[config.mk]
export PLATFORM = sky130hd
export DESIGN_NAME = i2c_slave_tx_squelch_ctrl
export DESIGN_NICKNAME = d
export VERILOG_FILES = /design/src/shared/sq_pkg.sv /design/src/shared/tx_ctrl_if.sv /design/src/rtl/sync2.sv /design/src/rtl/tx_power_seq.sv /design/src/rtl/i2c_slave_tx_squelch_ctrl.sv
export SDC_FILE = /design/constraint.sdc
export NUM_CORES = 1
export LEC_CHECK = 0
export BUFFER_PORTS_ARGS = -buffer_cell sky130_fd_sc_hd__buf_2
export CORE_MARGIN = 1.5
export CORE_UTILIZATION = 66
export DETAILED_ROUTE_END_ITERATION = 6
export PLACE_DENSITY_LB_ADDON = 0.08
export SYNTH_ARGS = -nofsm -noshare
export SYNTH_HDL_FRONTEND = slang
export SYNTH_SLANG_ARGS = --single-unit
[constraint.sdc]
create_clock -name ref_clk -period 9.65 [get_ports ref_clk]
set_input_delay 0.965 -clock ref_clk [delete_from_list [all_inputs] [get_ports ref_clk]]
set_output_delay 0.965 -clock ref_clk [all_outputs]
set_load 0.05 [all_outputs]
[src/shared/sq_pkg.sv]
// constants, register map and types for the serial control port and transmitter gating
package sq_pkg;
    // seven-bit target address: fixed upper part, two strap bits below
    localparam logic [4:0] ADDR_FIXED = 5'h12;
    localparam int ADDR_SEL_W = 2;

    // register pointers
    localparam logic [7:0] OFS_LOS_A = 8'h1F;
    localparam logic [7:0] OFS_LOS_B = 8'h3F;
    localparam logic [7:0] OFS_CFG_A = 8'hC0;
    localparam logic [7:0] OFS_SQ_A = 8'hC3;
    localparam logic [7:0] OFS_CFG_B = 8'hE0;
    localparam logic [7:0] OFS_SQ_B = 8'hE3;

    // field positions and reset values
    localparam int CFG_EN_BIT = 4;
    localparam logic [7:0] SQ_RESET = 8'hFF;
    localparam logic [7:0] CFG_RESET = 8'h10;
    localparam logic [7:0] PTR_RESET = 8'h00;
    localparam logic [7:0] UNMAPPED_READ = 8'h00;

    // synchroniser idle levels: scl, sda high; straps and loss flags low
    localparam logic [11:0] SYNC_RESET = 12'hC00;

    // transmitter re-enable time after full power-down
    localparam int CLK_PERIOD_NS = 10;
    localparam int REENABLE_NS = 1000;
    localparam int REENABLE_CYC = (REENABLE_NS + CLK_PERIOD_NS - 1) / CLK_PERIOD_NS;

    typedef enum logic [3:0] {
        ST_IDLE = 4'h0,
        ST_ADDR = 4'h1,
        ST_AACK = 4'h2,
        ST_PTR = 4'h3,
        ST_PACK = 4'h4,
        ST_WDAT = 4'h5,
        ST_WACK = 4'h6,
        ST_RDAT = 4'h7,
        ST_RACK = 4'h8,
        ST_SKIP = 4'h9
    } link_state_type;
endpackage

[src/shared/tx_ctrl_if.sv]
// carrier between register logic and transmitter power sequencer
`timescale 1ns/10ps
interface tx_ctrl_if;
    logic [7:0] power_req;
    logic [7:0] squelch_req;
    logic [7:0] powered;
    logic [7:0] current_on;

    modport ctrl (
        output power_req,
        output squelch_req,
        input powered,
        input current_on
    );
    modport seq (
        input power_req,
        input squelch_req,
        output powered,
        output current_on
    );
endinterface

[src/rtl/sync2.sv]
// two flip-flop synchroniser for asynchronous levels
`timescale 1ns/10ps
module sync2 #(
    parameter int WIDTH = 12,
    parameter logic [WIDTH-1:0] RESET_VAL = '0
) (
    input wire logic clk,
    input wire logic rst,
    input wire logic [WIDTH-1:0] d,
    output logic [WIDTH-1:0] q
);
    logic [WIDTH-1:0] meta_ff;
    logic [WIDTH-1:0] q_ff;

    always_ff @(posedge clk or posedge rst)
    begin
        if (rst)
        begin
            meta_ff <= RESET_VAL;
            q_ff <= RESET_VAL;
        end
        else
        begin
            meta_ff <= d;
            q_ff <= meta_ff;
        end
    end

    assign q = q_ff;
endmodule // sync2

[src/rtl/tx_power_seq.sv]
// per-channel transmitter power and output current sequencing
`timescale 1ns/10ps
module tx_power_seq #(
    parameter int CHANNELS = 8,
    parameter int REENABLE_CYC = sq_pkg::REENABLE_CYC
) (
    input wire logic ref_clk,
    input wire logic rst,
    tx_ctrl_if.seq tx
);
    localparam int CW = $clog2(REENABLE_CYC + 1);

    genvar i;
    generate
        for (i = 0; i < CHANNELS; i++)
        begin : g_ch
            logic [CW-1:0] wait_ff;
            logic powered_ff;
            logic on_ff;

            // disable is a full power-down; coming back waits out the bias settling time
            always_ff @(posedge ref_clk or posedge rst)
            begin
                if (rst)
                begin
                    wait_ff <= '0;
                    powered_ff <= 1'b0;
                end
                else if (!tx.power_req[i])
                begin
                    wait_ff <= '0;
                    powered_ff <= 1'b0;
                end
                else if (!powered_ff)
                begin
                    if (wait_ff == CW'(REENABLE_CYC - 1))
                        powered_ff <= 1'b1;
                    else
                        wait_ff <= wait_ff + CW'(1);
                end
            end

            // squelch only gates the current, so it returns on the next edge
            always_ff @(posedge ref_clk or posedge rst)
            begin
                if (rst)
                    on_ff <= 1'b0;
                else
                    on_ff <= tx.power_req[i] & powered_ff & ~tx.squelch_req[i];
            end

            assign tx.powered[i] = powered_ff;
            assign tx.current_on[i] = on_ff;

        end
    endgenerate
endmodule // tx_power_seq

[src/rtl/i2c_slave_tx_squelch_ctrl.sv]
// two-wire target port with transmitter squelch and disable registers
`timescale 1ns/10ps
module i2c_slave_tx_squelch_ctrl (
    input wire logic ref_clk,
    input wire logic rst,
    input wire logic scl_in,
    input wire logic sda_in,
    output logic sda_out,
    output logic sda_oe,
    input wire logic [sq_pkg::ADDR_SEL_W-1:0] addr_sel,
    input wire logic [7:0] signal_loss_flag,
    output logic [7:0] tx_powered,
    output logic [7:0] tx_current_on
);

    // an all-zero nibble is the only code that activates squelch or disable
    function automatic logic nibble_zero(input logic [3:0] n);
        return n == 4'h0;
    endfunction

    logic [11:0] sync_q;
    logic scl_s;
    logic sda_s;
    logic [1:0] addr_sel_s;
    logic [7:0] loss_s;
    logic scl_d_ff;
    logic sda_d_ff;
    logic scl_rise;
    logic scl_fall;
    logic start_det;
    logic stop_det;

    sq_pkg::link_state_type state_ff;
    logic [3:0] cnt_ff;
    logic [7:0] shift_ff;
    logic [7:0] rd_shift_ff;
    logic [7:0] ptr_ff;
    logic [7:0] wdata_ff;
    logic rw_ff;
    logic mack_ff;
    logic commit_ff;
    logic sda_oe_ff;
    logic sda_out_ff;
    logic addr_match;

    logic [7:0] sq_a_ff;
    logic [7:0] sq_b_ff;
    logic [7:0] cfg_a_ff;
    logic [7:0] cfg_b_ff;
    logic [7:0] los_hist_ff;
    logic [7:0] rd_val;

    tx_ctrl_if tx ();

    // the bus is far slower than ref_clk, so both lines are oversampled
    sync2 #(
        .WIDTH(12),
        .RESET_VAL(sq_pkg::SYNC_RESET)
    ) u_sync (
        .clk(ref_clk),
        .rst(rst),
        .d({scl_in, sda_in, addr_sel, signal_loss_flag}),
        .q(sync_q)
    );

    assign scl_s = sync_q[11];
    assign sda_s = sync_q[10];
    assign addr_sel_s = sync_q[9:8];
    assign loss_s = sync_q[7:0];

    always_ff @(posedge ref_clk or posedge rst)
    begin
        if (rst)
        begin
            scl_d_ff <= 1'b1;
            sda_d_ff <= 1'b1;
        end
        else
        begin
            scl_d_ff <= scl_s;
            sda_d_ff <= sda_s;
        end
    end

    // scl is only ever sampled; there is no driver for it
    assign scl_rise = scl_s & ~scl_d_ff;
    assign scl_fall = ~scl_s & scl_d_ff;
    assign start_det = scl_s & scl_d_ff & sda_d_ff & ~sda_s;
    assign stop_det = scl_s & scl_d_ff & ~sda_d_ff & sda_s;
    assign addr_match = shift_ff[7:1] == {sq_pkg::ADDR_FIXED, addr_sel_s};

    always_comb
    begin
        unique case (ptr_ff)
            sq_pkg::OFS_LOS_A: rd_val = {los_hist_ff[3:0], loss_s[3:0]};
            sq_pkg::OFS_LOS_B: rd_val = {los_hist_ff[7:4], loss_s[7:4]};
            sq_pkg::OFS_CFG_A: rd_val = cfg_a_ff;
            sq_pkg::OFS_SQ_A: rd_val = sq_a_ff;
            sq_pkg::OFS_CFG_B: rd_val = cfg_b_ff;
            sq_pkg::OFS_SQ_B: rd_val = sq_b_ff;
            default: rd_val = sq_pkg::UNMAPPED_READ;
        endcase
    end

    // link engine: bits sampled on scl rise, sda changed only after scl fall
    always_ff @(posedge ref_clk or posedge rst)
    begin
        if (rst)
        begin
            state_ff <= sq_pkg::ST_IDLE;
            cnt_ff <= 4'h0;
            shift_ff <= 8'h00;
            rd_shift_ff <= 8'h00;
            ptr_ff <= sq_pkg::PTR_RESET;
            wdata_ff <= 8'h00;
            rw_ff <= 1'b0;
            mack_ff <= 1'b0;
            commit_ff <= 1'b0;
            sda_oe_ff <= 1'b0;
        end
        else
        begin
            commit_ff <= 1'b0;
            if (start_det)
            begin
                // a repeated start always begins a fresh address byte
                state_ff <= sq_pkg::ST_ADDR;
                cnt_ff <= 4'h0;
                sda_oe_ff <= 1'b0;
            end
            else if (stop_det)
            begin
                state_ff <= sq_pkg::ST_IDLE;
                sda_oe_ff <= 1'b0;
            end
            else
            begin
                unique case (state_ff)
                    sq_pkg::ST_IDLE, sq_pkg::ST_SKIP:
                    begin
                        sda_oe_ff <= 1'b0;
                    end
                    sq_pkg::ST_ADDR, sq_pkg::ST_PTR, sq_pkg::ST_WDAT:
                    begin
                        if (scl_rise)
                        begin
                            shift_ff <= {shift_ff[6:0], sda_s};
                            cnt_ff <= cnt_ff + 4'h1;
                        end
                        else if (scl_fall && cnt_ff == 4'h8)
                        begin
                            cnt_ff <= 4'h0;
                            if (state_ff == sq_pkg::ST_ADDR)
                            begin
                                if (addr_match)
                                begin
                                    rw_ff <= shift_ff[0];
                                    sda_oe_ff <= 1'b1;
                                    state_ff <= sq_pkg::ST_AACK;
                                end
                                else
                                    state_ff <= sq_pkg::ST_SKIP;
                            end
                            else if (state_ff == sq_pkg::ST_PTR)
                            begin
                                sda_oe_ff <= 1'b1;
                                state_ff <= sq_pkg::ST_PACK;
                            end
                            else
                            begin
                                wdata_ff <= shift_ff;
                                sda_oe_ff <= 1'b1;
                                state_ff <= sq_pkg::ST_WACK;
                            end
                        end
                    end
                    sq_pkg::ST_AACK:
                    begin
                        if (scl_fall)
                        begin
                            if (rw_ff)
                            begin
                                rd_shift_ff <= rd_val;
                                sda_oe_ff <= ~rd_val[7];
                                state_ff <= sq_pkg::ST_RDAT;
                            end
                            else
                            begin
                                sda_oe_ff <= 1'b0;
                                state_ff <= sq_pkg::ST_PTR;
                            end
                        end
                    end
                    sq_pkg::ST_PACK:
                    begin
                        if (scl_fall)
                        begin
                            ptr_ff <= shift_ff;
                            sda_oe_ff <= 1'b0;
                            state_ff <= sq_pkg::ST_WDAT;
                        end
                    end
                    sq_pkg::ST_WACK:
                    begin
                        // the store waits for the ack clock to finish; a stop or start earlier drops the byte
                        if (scl_fall)
                        begin
                            commit_ff <= 1'b1;
                            sda_oe_ff <= 1'b0;
                            state_ff <= sq_pkg::ST_SKIP;
                        end
                    end
                    sq_pkg::ST_RDAT:
                    begin
                        if (scl_rise)
                            cnt_ff <= cnt_ff + 4'h1;
                        else if (scl_fall)
                        begin
                            if (cnt_ff == 4'h8)
                            begin
                                cnt_ff <= 4'h0;
                                sda_oe_ff <= 1'b0;
                                state_ff <= sq_pkg::ST_RACK;
                            end
                            else
                            begin
                                rd_shift_ff <= {rd_shift_ff[6:0], 1'b0};
                                sda_oe_ff <= ~rd_shift_ff[6];
                            end
                        end
                    end
                    sq_pkg::ST_RACK:
                    begin
                        if (scl_rise)
                            mack_ff <= ~sda_s;
                        else if (scl_fall)
                        begin
                            // no auto-increment: an acked byte is followed by the same register again
                            if (mack_ff)
                            begin
                                rd_shift_ff <= rd_val;
                                sda_oe_ff <= ~rd_val[7];
                                state_ff <= sq_pkg::ST_RDAT;
                            end
                            else
                                state_ff <= sq_pkg::ST_SKIP;
                        end
                    end
                    default:
                    begin
                        state_ff <= sq_pkg::ST_IDLE;
                        sda_oe_ff <= 1'b0;
                    end
                endcase
            end
        end
    end

    // open drain: the pad is only ever pulled low
    always_ff @(posedge ref_clk or posedge rst)
    begin
        if (rst)
            sda_out_ff <= 1'b0;
        else
            sda_out_ff <= 1'b0;
    end

    // configuration and squelch registers
    always_ff @(posedge ref_clk or posedge rst)
    begin
        if (rst)
        begin
            sq_a_ff <= sq_pkg::SQ_RESET;
            sq_b_ff <= sq_pkg::SQ_RESET;
            cfg_a_ff <= sq_pkg::CFG_RESET;
            cfg_b_ff <= sq_pkg::CFG_RESET;
        end
        else if (commit_ff)
        begin
            unique case (ptr_ff)
                sq_pkg::OFS_SQ_A: sq_a_ff <= wdata_ff;
                sq_pkg::OFS_SQ_B: sq_b_ff <= wdata_ff;
                sq_pkg::OFS_CFG_A: cfg_a_ff <= wdata_ff;
                sq_pkg::OFS_CFG_B: cfg_b_ff <= wdata_ff;
                default:
                begin
                    sq_a_ff <= sq_a_ff;
                end
            endcase
        end
    end

    // loss history: a new loss event wins over a clearing write in the same cycle
    always_ff @(posedge ref_clk or posedge rst)
    begin
        if (rst)
            los_hist_ff <= 8'h00;
        else if (commit_ff && ptr_ff == sq_pkg::OFS_LOS_A)
            los_hist_ff <= {los_hist_ff[7:4], los_hist_ff[3:0] & wdata_ff[7:4]} | loss_s;
        else if (commit_ff && ptr_ff == sq_pkg::OFS_LOS_B)
            los_hist_ff <= {los_hist_ff[7:4] & wdata_ff[7:4], los_hist_ff[3:0]} | loss_s;
        else
            los_hist_ff <= los_hist_ff | loss_s;
    end

    // port A drives channels 3:0, port B channels 7:4
    assign tx.power_req = {{4{~nibble_zero(sq_b_ff[3:0]) & cfg_b_ff[sq_pkg::CFG_EN_BIT]}},
                           {4{~nibble_zero(sq_a_ff[3:0]) & cfg_a_ff[sq_pkg::CFG_EN_BIT]}}};
    assign tx.squelch_req = {{4{nibble_zero(sq_b_ff[7:4])}}, {4{nibble_zero(sq_a_ff[7:4])}}};

    tx_power_seq #(
        .CHANNELS(8),
        .REENABLE_CYC(sq_pkg::REENABLE_CYC)
    ) u_seq (
        .ref_clk(ref_clk),
        .rst(rst),
        .tx(tx)
    );

    assign sda_out = sda_out_ff;
    assign sda_oe = sda_oe_ff;
    assign tx_powered = tx.powered;
    assign tx_current_on = tx.current_on;
endmodule // i2c_slave_tx_squelch_ctrl

* Yosys cells after proc, flatten, opt, wreduce, memory -nomap -nowiden
Index checks and enable logic that the tools add are counted.
Widths: inputs -> output; s select.
** Operators by class
- Reductions and logical operators :: 34
- Bitwise logic cells :: 45
- Muxes and demuxes :: 106
- Add/sub/neg operators :: 9
- Equal/unequal tests :: 67
** Operators by type and width (number)
- $mux 7 :: 32
- $mux 4 :: 22
- $add 7x1->7 const B :: 8
- $eq 7x7->1 const B :: 8
- $ne 4x4->1 const B :: 14
- $ne 2x2->1 const B :: 25
- $pmux 8 s6 :: 1
- $mux 1 :: 43
- $eq 8x8->1 const B :: 4
- $pmux 4 s7 :: 1
- $and 1x1->1 :: 25
- $or 8x8->8 :: 3
- $reduce_and 2->1 :: 12
- $reduce_and 11->1 :: 2
- $pmux 7 s3 :: 1
- $logic_not 4->1 :: 5
- $eq 4x3->1 const B :: 4
- $mux 8 :: 2
- $not 1->1 :: 15
- $reduce_and 7->1 :: 2
- $eq 4x4->1 const B :: 3
- $reduce_and 4->1 :: 3
- $reduce_and 10->1 :: 1
- $and 4x4->4 :: 2
- other kinds (18) :: 23
** Word-level totals
- Register bits after elaboration :: 181
- Input port bits :: 14
- Output and inout port bits :: 18
- Word-level logic and storage cells :: 304

* Logic depth before layout (Yosys ltp)
- Depth in word-level cells :: 9
- Gate-level depth with buffers :: 10
- Depth with buffers taken out :: 8

* Modules after synthesis
From an unflattened synthesis, not the netlist that was laid out.
** Unflattened totals
- Cell total of the unflattened synthesis :: 819
- Area, all modules :: 9113.7 um^2
** By module, submodules not included
- i2c_slave_tx_squelch_ctrl :: cells each 382, instances 1, area each 4460.5 um^2, seq. area each 2152.1 um^2
- tx_power_seq :: cells each 412, instances 1, area each 4043.9 um^2, seq. area each 1801.7 um^2
- sync2 :: cells each 25, instances 1, area each 609.3 um^2, seq. area each 605.6 um^2

* Least setup slack after synthesis
No wires, ideal clock.
- Path type :: reg-to-reg
- From :: register cnt_ff[0]
- To :: register wdata_ff[0]
- Buffers on the path :: 1
- Stages on the path, launching flop included :: 8
- Path slack :: 7.691 ns
- Clock period less this slack :: 1.959 ns
- Required time :: 9.525 ns
- Data arrival time :: 1.834 ns
- Path through :: dfrtp_1 inv_1 ha_1 and3b_1 clkbuf_1 nand2_1 nor4_4 mux2_2
** Between the ends
- Longest elaborated chain between the ends :: 3
** Ends and longest elaborated chain
- from (decl) :: line i2c_slave_tx_squelch_ctrl.sv:34 : logic [3:0] cnt_ff;
- from (signal assigned) :: line i2c_slave_tx_squelch_ctrl.sv:148 : cnt_ff <= cnt_ff + 4'h1;
- from (signal assigned) :: line i2c_slave_tx_squelch_ctrl.sv:216 : cnt_ff <= cnt_ff + 4'h1;
- $eq 4x4->1 :: line i2c_slave_tx_squelch_ctrl.sv:150 : else if (scl_fall && cnt_ff == 4'h8)
- $logic_and 1x1->1 :: line i2c_slave_tx_squelch_ctrl.sv:150
- $reduce_and 7->1 (no line)
- to (signal assigned) :: line i2c_slave_tx_squelch_ctrl.sv:171 : wdata_ff <= shift_ff;
- to (decl) :: line i2c_slave_tx_squelch_ctrl.sv:38 : logic [7:0] wdata_ff;
No other way between the ends.
A chain may end at the register's enable or synchronous reset.

* Worst setup path in the final report
- From :: register ptr_ff[5]
- To :: register sda_oe_ff, in the netlist sda_oe
** Between the ends
- Longest elaborated chain between the ends :: 9
- Elaborated cells between the ends (all ways) :: 16
- Those cells by class :: eq/ne: 6; mux: 9; bitwise: 1
** Ends and longest elaborated chain
- from (decl) :: line i2c_slave_tx_squelch_ctrl.sv:37 : logic [7:0] ptr_ff;
- from (signal assigned) :: line i2c_slave_tx_squelch_ctrl.sv:114 : ptr_ff <= sq_pkg::PTR_RESET;
- from (signal assigned) :: line i2c_slave_tx_squelch_ctrl.sv:198 : ptr_ff <= shift_ff;
- $eq 8x8->1 (tied with other cells) :: line i2c_slave_tx_squelch_ctrl.sv:94 : unique case (ptr_ff)
- $pmux 8 s6 (*) :: line i2c_slave_tx_squelch_ctrl.sv:94
- $not 1->1 (*) :: line i2c_slave_tx_squelch_ctrl.sv:184, i2c_slave_tx_squelch_ctrl.sv:242
- $mux 1 :: line i2c_slave_tx_squelch_ctrl.sv:239 : if (mack_ff)
- $mux 1 :: line i2c_slave_tx_squelch_ctrl.sv:236 : else if (scl_fall)
- $mux 1 :: line i2c_slave_tx_squelch_ctrl.sv:234 : if (scl_rise)
- $pmux 1 s5 (*) :: line i2c_slave_tx_squelch_ctrl.sv:138 : unique case (state_ff)
- $mux 1 (*) :: line i2c_slave_tx_squelch_ctrl.sv:131 : else if (stop_det)
- $mux 1 (*) :: line i2c_slave_tx_squelch_ctrl.sv:124 : if (start_det)
- to (signal assigned) :: line i2c_slave_tx_squelch_ctrl.sv:184 : sda_oe_ff <= ~rd_val[7];
- to (signal assigned) :: line i2c_slave_tx_squelch_ctrl.sv:228 : sda_oe_ff <= ~rd_shift_ff[6];
- to (signal assigned) :: line i2c_slave_tx_squelch_ctrl.sv:242 : sda_oe_ff <= ~rd_val[7];
- to (decl) :: line i2c_slave_tx_squelch_ctrl.sv:42 : logic sda_oe_ff;
Every way passes the cells marked *; elsewhere a longest branch is shown, timed or not. The select of a mux whose other input is x is not followed.

==> impl_results.md <==
- Reg2Reg Depth: 4
- CTS resizes: 0
- GRT Util Overall: between 20% and 30%
- CTS tree: yes
- Top area cells in the synthesized netlist: dfrtp_1, mux2_2, dfstp_2
- Crit path DAT: 2.84 ns
- Top-area cell type share of the netlist area: 47.8%
- Yosys warns: 0
- # hold bufs at CTS: 0
- WL/cell: ~18 um
- Outcome: finished clean
- Synth Cell Area: 8230 sq um
- Sink Count: approximately 180
- Type of the worst setup path: flop to flop
- Fmax: between 0.3 and 0.4 GHz
- Die height: ~110 um
- Post-CTS setup buffer count: 0
- FF+latch count, synth: approximately 180
- GRT overflow: 0
- Fill count: approximately 800
- Clock skew: around 0.01 ns
- Post-route DRC: 0
- Vias in the first global route: roughly 5,600
- Final setup fails: 0
- Mapped Cells: ~710
- Crit start category: flop
- FP Rows: 40
- IO Count: 32
- Antenna violations before repair: 0
- Inserted Clock Buffers: 17
- Asr flop ratio synth: 100%
- Placed cell count: approximately 870
- Critical Path Fanout Max: 24
- Core Area: roughly 12,000 sq um
- Setup crit end kind: flop
- Leading area contributor after synthesis: dfrtp_1
- Final slew viol count: 0
- Vias per inst: between 6 and 7
- Largest net degree at the start of global routing: 125
- DR pass1 iterations: 5
- Post-DRT Antenna Nets: 0
- Die W: ~110 um
- Total power: 1.61 mW
- Clock power frac: roughly 43%
- Mean post-synth cell area: 11.6 sq um
- First-pass GRT wire length: about 27,000 um
- Syn-to-layout area delta: 9.20%
- Ys flop type: dfrtp_1
- Peak supply drop: about 0.14 mV
- Unrepaired setup endpoints after global routing: no
- Initial DRC count: between 300 and 400
- Worst hold path type: flop to flop
- Flop pwr share: 50.2%
- Die footprint: around 13,000 sq um
- Max_cap viols: 0
- HPWL after DPL: between 10,000 and 15,000 um
- Logic pwr share: 7.3%
- Final cell count without fillers: approximately 900
- RD Place Congestion: 0.854
- Ant diodes: 0
- Fin. Hold Viols: 0
- Via count: 5,415
- Yosys cell types: between 60 and 70
- Port Buffers: 30
- Worst Hold Path Cells: 0
- Power Density: 179 nW/um^2
- Most frequent cell after synthesis: dfrtp_1
- Power Internal: approximately 1.2 mW
- Clock-pin slew on the worst setup and hold paths: 0.07 ns
- Seq/Total Area, Yosys: 55.4%
- Clock period minus final worst setup slack: approximately 2.5 ns
- Period utilization: approximately a quarter
- Routed WL: 16,000 um
- WP data required: roughly 10 ns
- Final net count: 747
- Switching share of power: around 25%
- Clk_lat worst skew: roughly 0.44 ns
- Static Leakage: approximately 4.0 nW
- CTS Root Cell: clkbuf_16
- Worst-Margin Slew: 1.06 ns
- Initial Util: between 60 and 70%
- EDFF count, synth: 0
- Bufs on Longest Clock Path: 2
- Layout cells sized above 1: between 20 and 25%
- Syn_nets: approximately 740
- P_sw: just under 0.4 mW
- Most frequent cells after synthesis: dfrtp_1, nor2_1, mux2_2
- Headroom to the max-slew limit: 28.7%
- Total Neg Setup Slack: 0 ns
- CTS HTree Levels: 4
cells by family after synthesis:
| family | after synthesis | share of synthesized area (%) |
|---|---|---|
| buf+inv | 50 | 3.25 |
| fa+ha+maj | 13 | 1.98 |
| simple gates | 226 | 14.4 |
| mux | 76 | 10.1 |
| flops | 181 | 55.4 |
| compound gates | 111 | 9.31 |
| other cells | 1 | 0.0456 |
| xor+xnor | 51 | 5.43 |
worst paths after layout:
kind                                             startpoint  slack, ns                              endpoint
worst max register to register        ptr_ff[5]$_DFFE_PP0P_       7.13                    sda_oe$_DFFE_PP0P_
worst min register to register  u_sync.meta_ff[6]$_DFF_PP0_       0.35                 u_sync.q[6]$_DFF_PP0_
worst max-delay path                  ptr_ff[5]$_DFFE_PP0P_       7.13                    sda_oe$_DFFE_PP0P_
min in group asynchronous                               rst       0.79  u_seq.g_ch[1].wait_ff[5]$_DFFE_PP0P_
max in group asynchronous                               rst       7.55           u_sync.meta_ff[9]$_DFF_PP0_
worst min-delay path            u_sync.meta_ff[6]$_DFF_PP0_       0.35                 u_sync.q[6]$_DFF_PP0_
through the flow:
step                      worst slack (ns)  area, sq um  hold WS [ns]  utilization, %
final                                 7.13         8980         0.350            74.5
after global routing                  6.97         8980         0.354            74.5
after floorplan                       3.81         8230         0.331               -
after CTS                             7.16         8980         0.351            74.5
after global placement                7.04         8400         0.336            69.6
after detailed placement              6.99         8400         0.336            69.6
layout make-up:
cell class	instances	area (sq um)	area share (%)
Timing Repair Buffer	34	180	2.01
Sequential cell	181	4560	50.8
Clock buffer	19	433	4.82
Clock inverter	13	151	1.69
Tap cell	168	210	2.34
Multi-Input combinational cell	478	3410	38.0
Inverter	8	35.0	0.390
metal layers:
metal  vias up  wire length (um)  global-route usage (%)
li1       2511                 -                       -
met1      2748              6970                    34.0
met2       123              8110                    44.0
met3        33               575                    6.14
met4         0               370                    11.6
met5         -                 0                       0
registers in the layout, summed over array words and instances, names as in the netlist, 8 cells and up:
name and flops:
u_sync.q 12, u_seq.g_ch.on_ff 8, cfg_b_ff 8, u_seq.g_ch.wait_ff 56, cfg_a_ff 8, sq_b_ff 8, los_hist_ff 8, u_seq.g_ch.powered_ff 8
shift_ff 8, u_sync.meta_ff 12, sq_a_ff 8, wdata_ff 8, ptr_ff 8
power by group through the flow:
stage | logic, mW | registers [mW] | clock network (mW)
5_1_grt | 0.130 | 0.808 | 0.726
4_1_cts | 0.117 | 0.805 | 0.695
2_1_floorplan | 0.0965 | 0.809 | 0
6_report | 0.117 | 0.805 | 0.683
3_3_place_gp | 0.113 | 0.817 | 0
3_5_place_dp | 0.116 | 0.818 | 0
worst max-delay path: stages (launching register included):
cell and delay, ns:
dfrtp_1 0.76, nor4_2 0.90, a2111oi_0 0.25, a22o_1 0.25, a32o_1 0.25
cells in the final DEF (no fill, tap or decap), types with 12 or more instances in the layout:
cell type	count
xnor2_1	24
xor2_1	27
nand3_1	25
clkbuf_16	17
mux2_2	57
nand2_1	39
dfrtp_1	157
ha_1	13
buf_2	30
nand2b_1	12
and3_1	15
o21ai_0	22
nor2_1	82
dfstp_2	24
a21oi_1	22
mux2i_1	17
No activity file was read; power rests on OpenSTA's default activity.
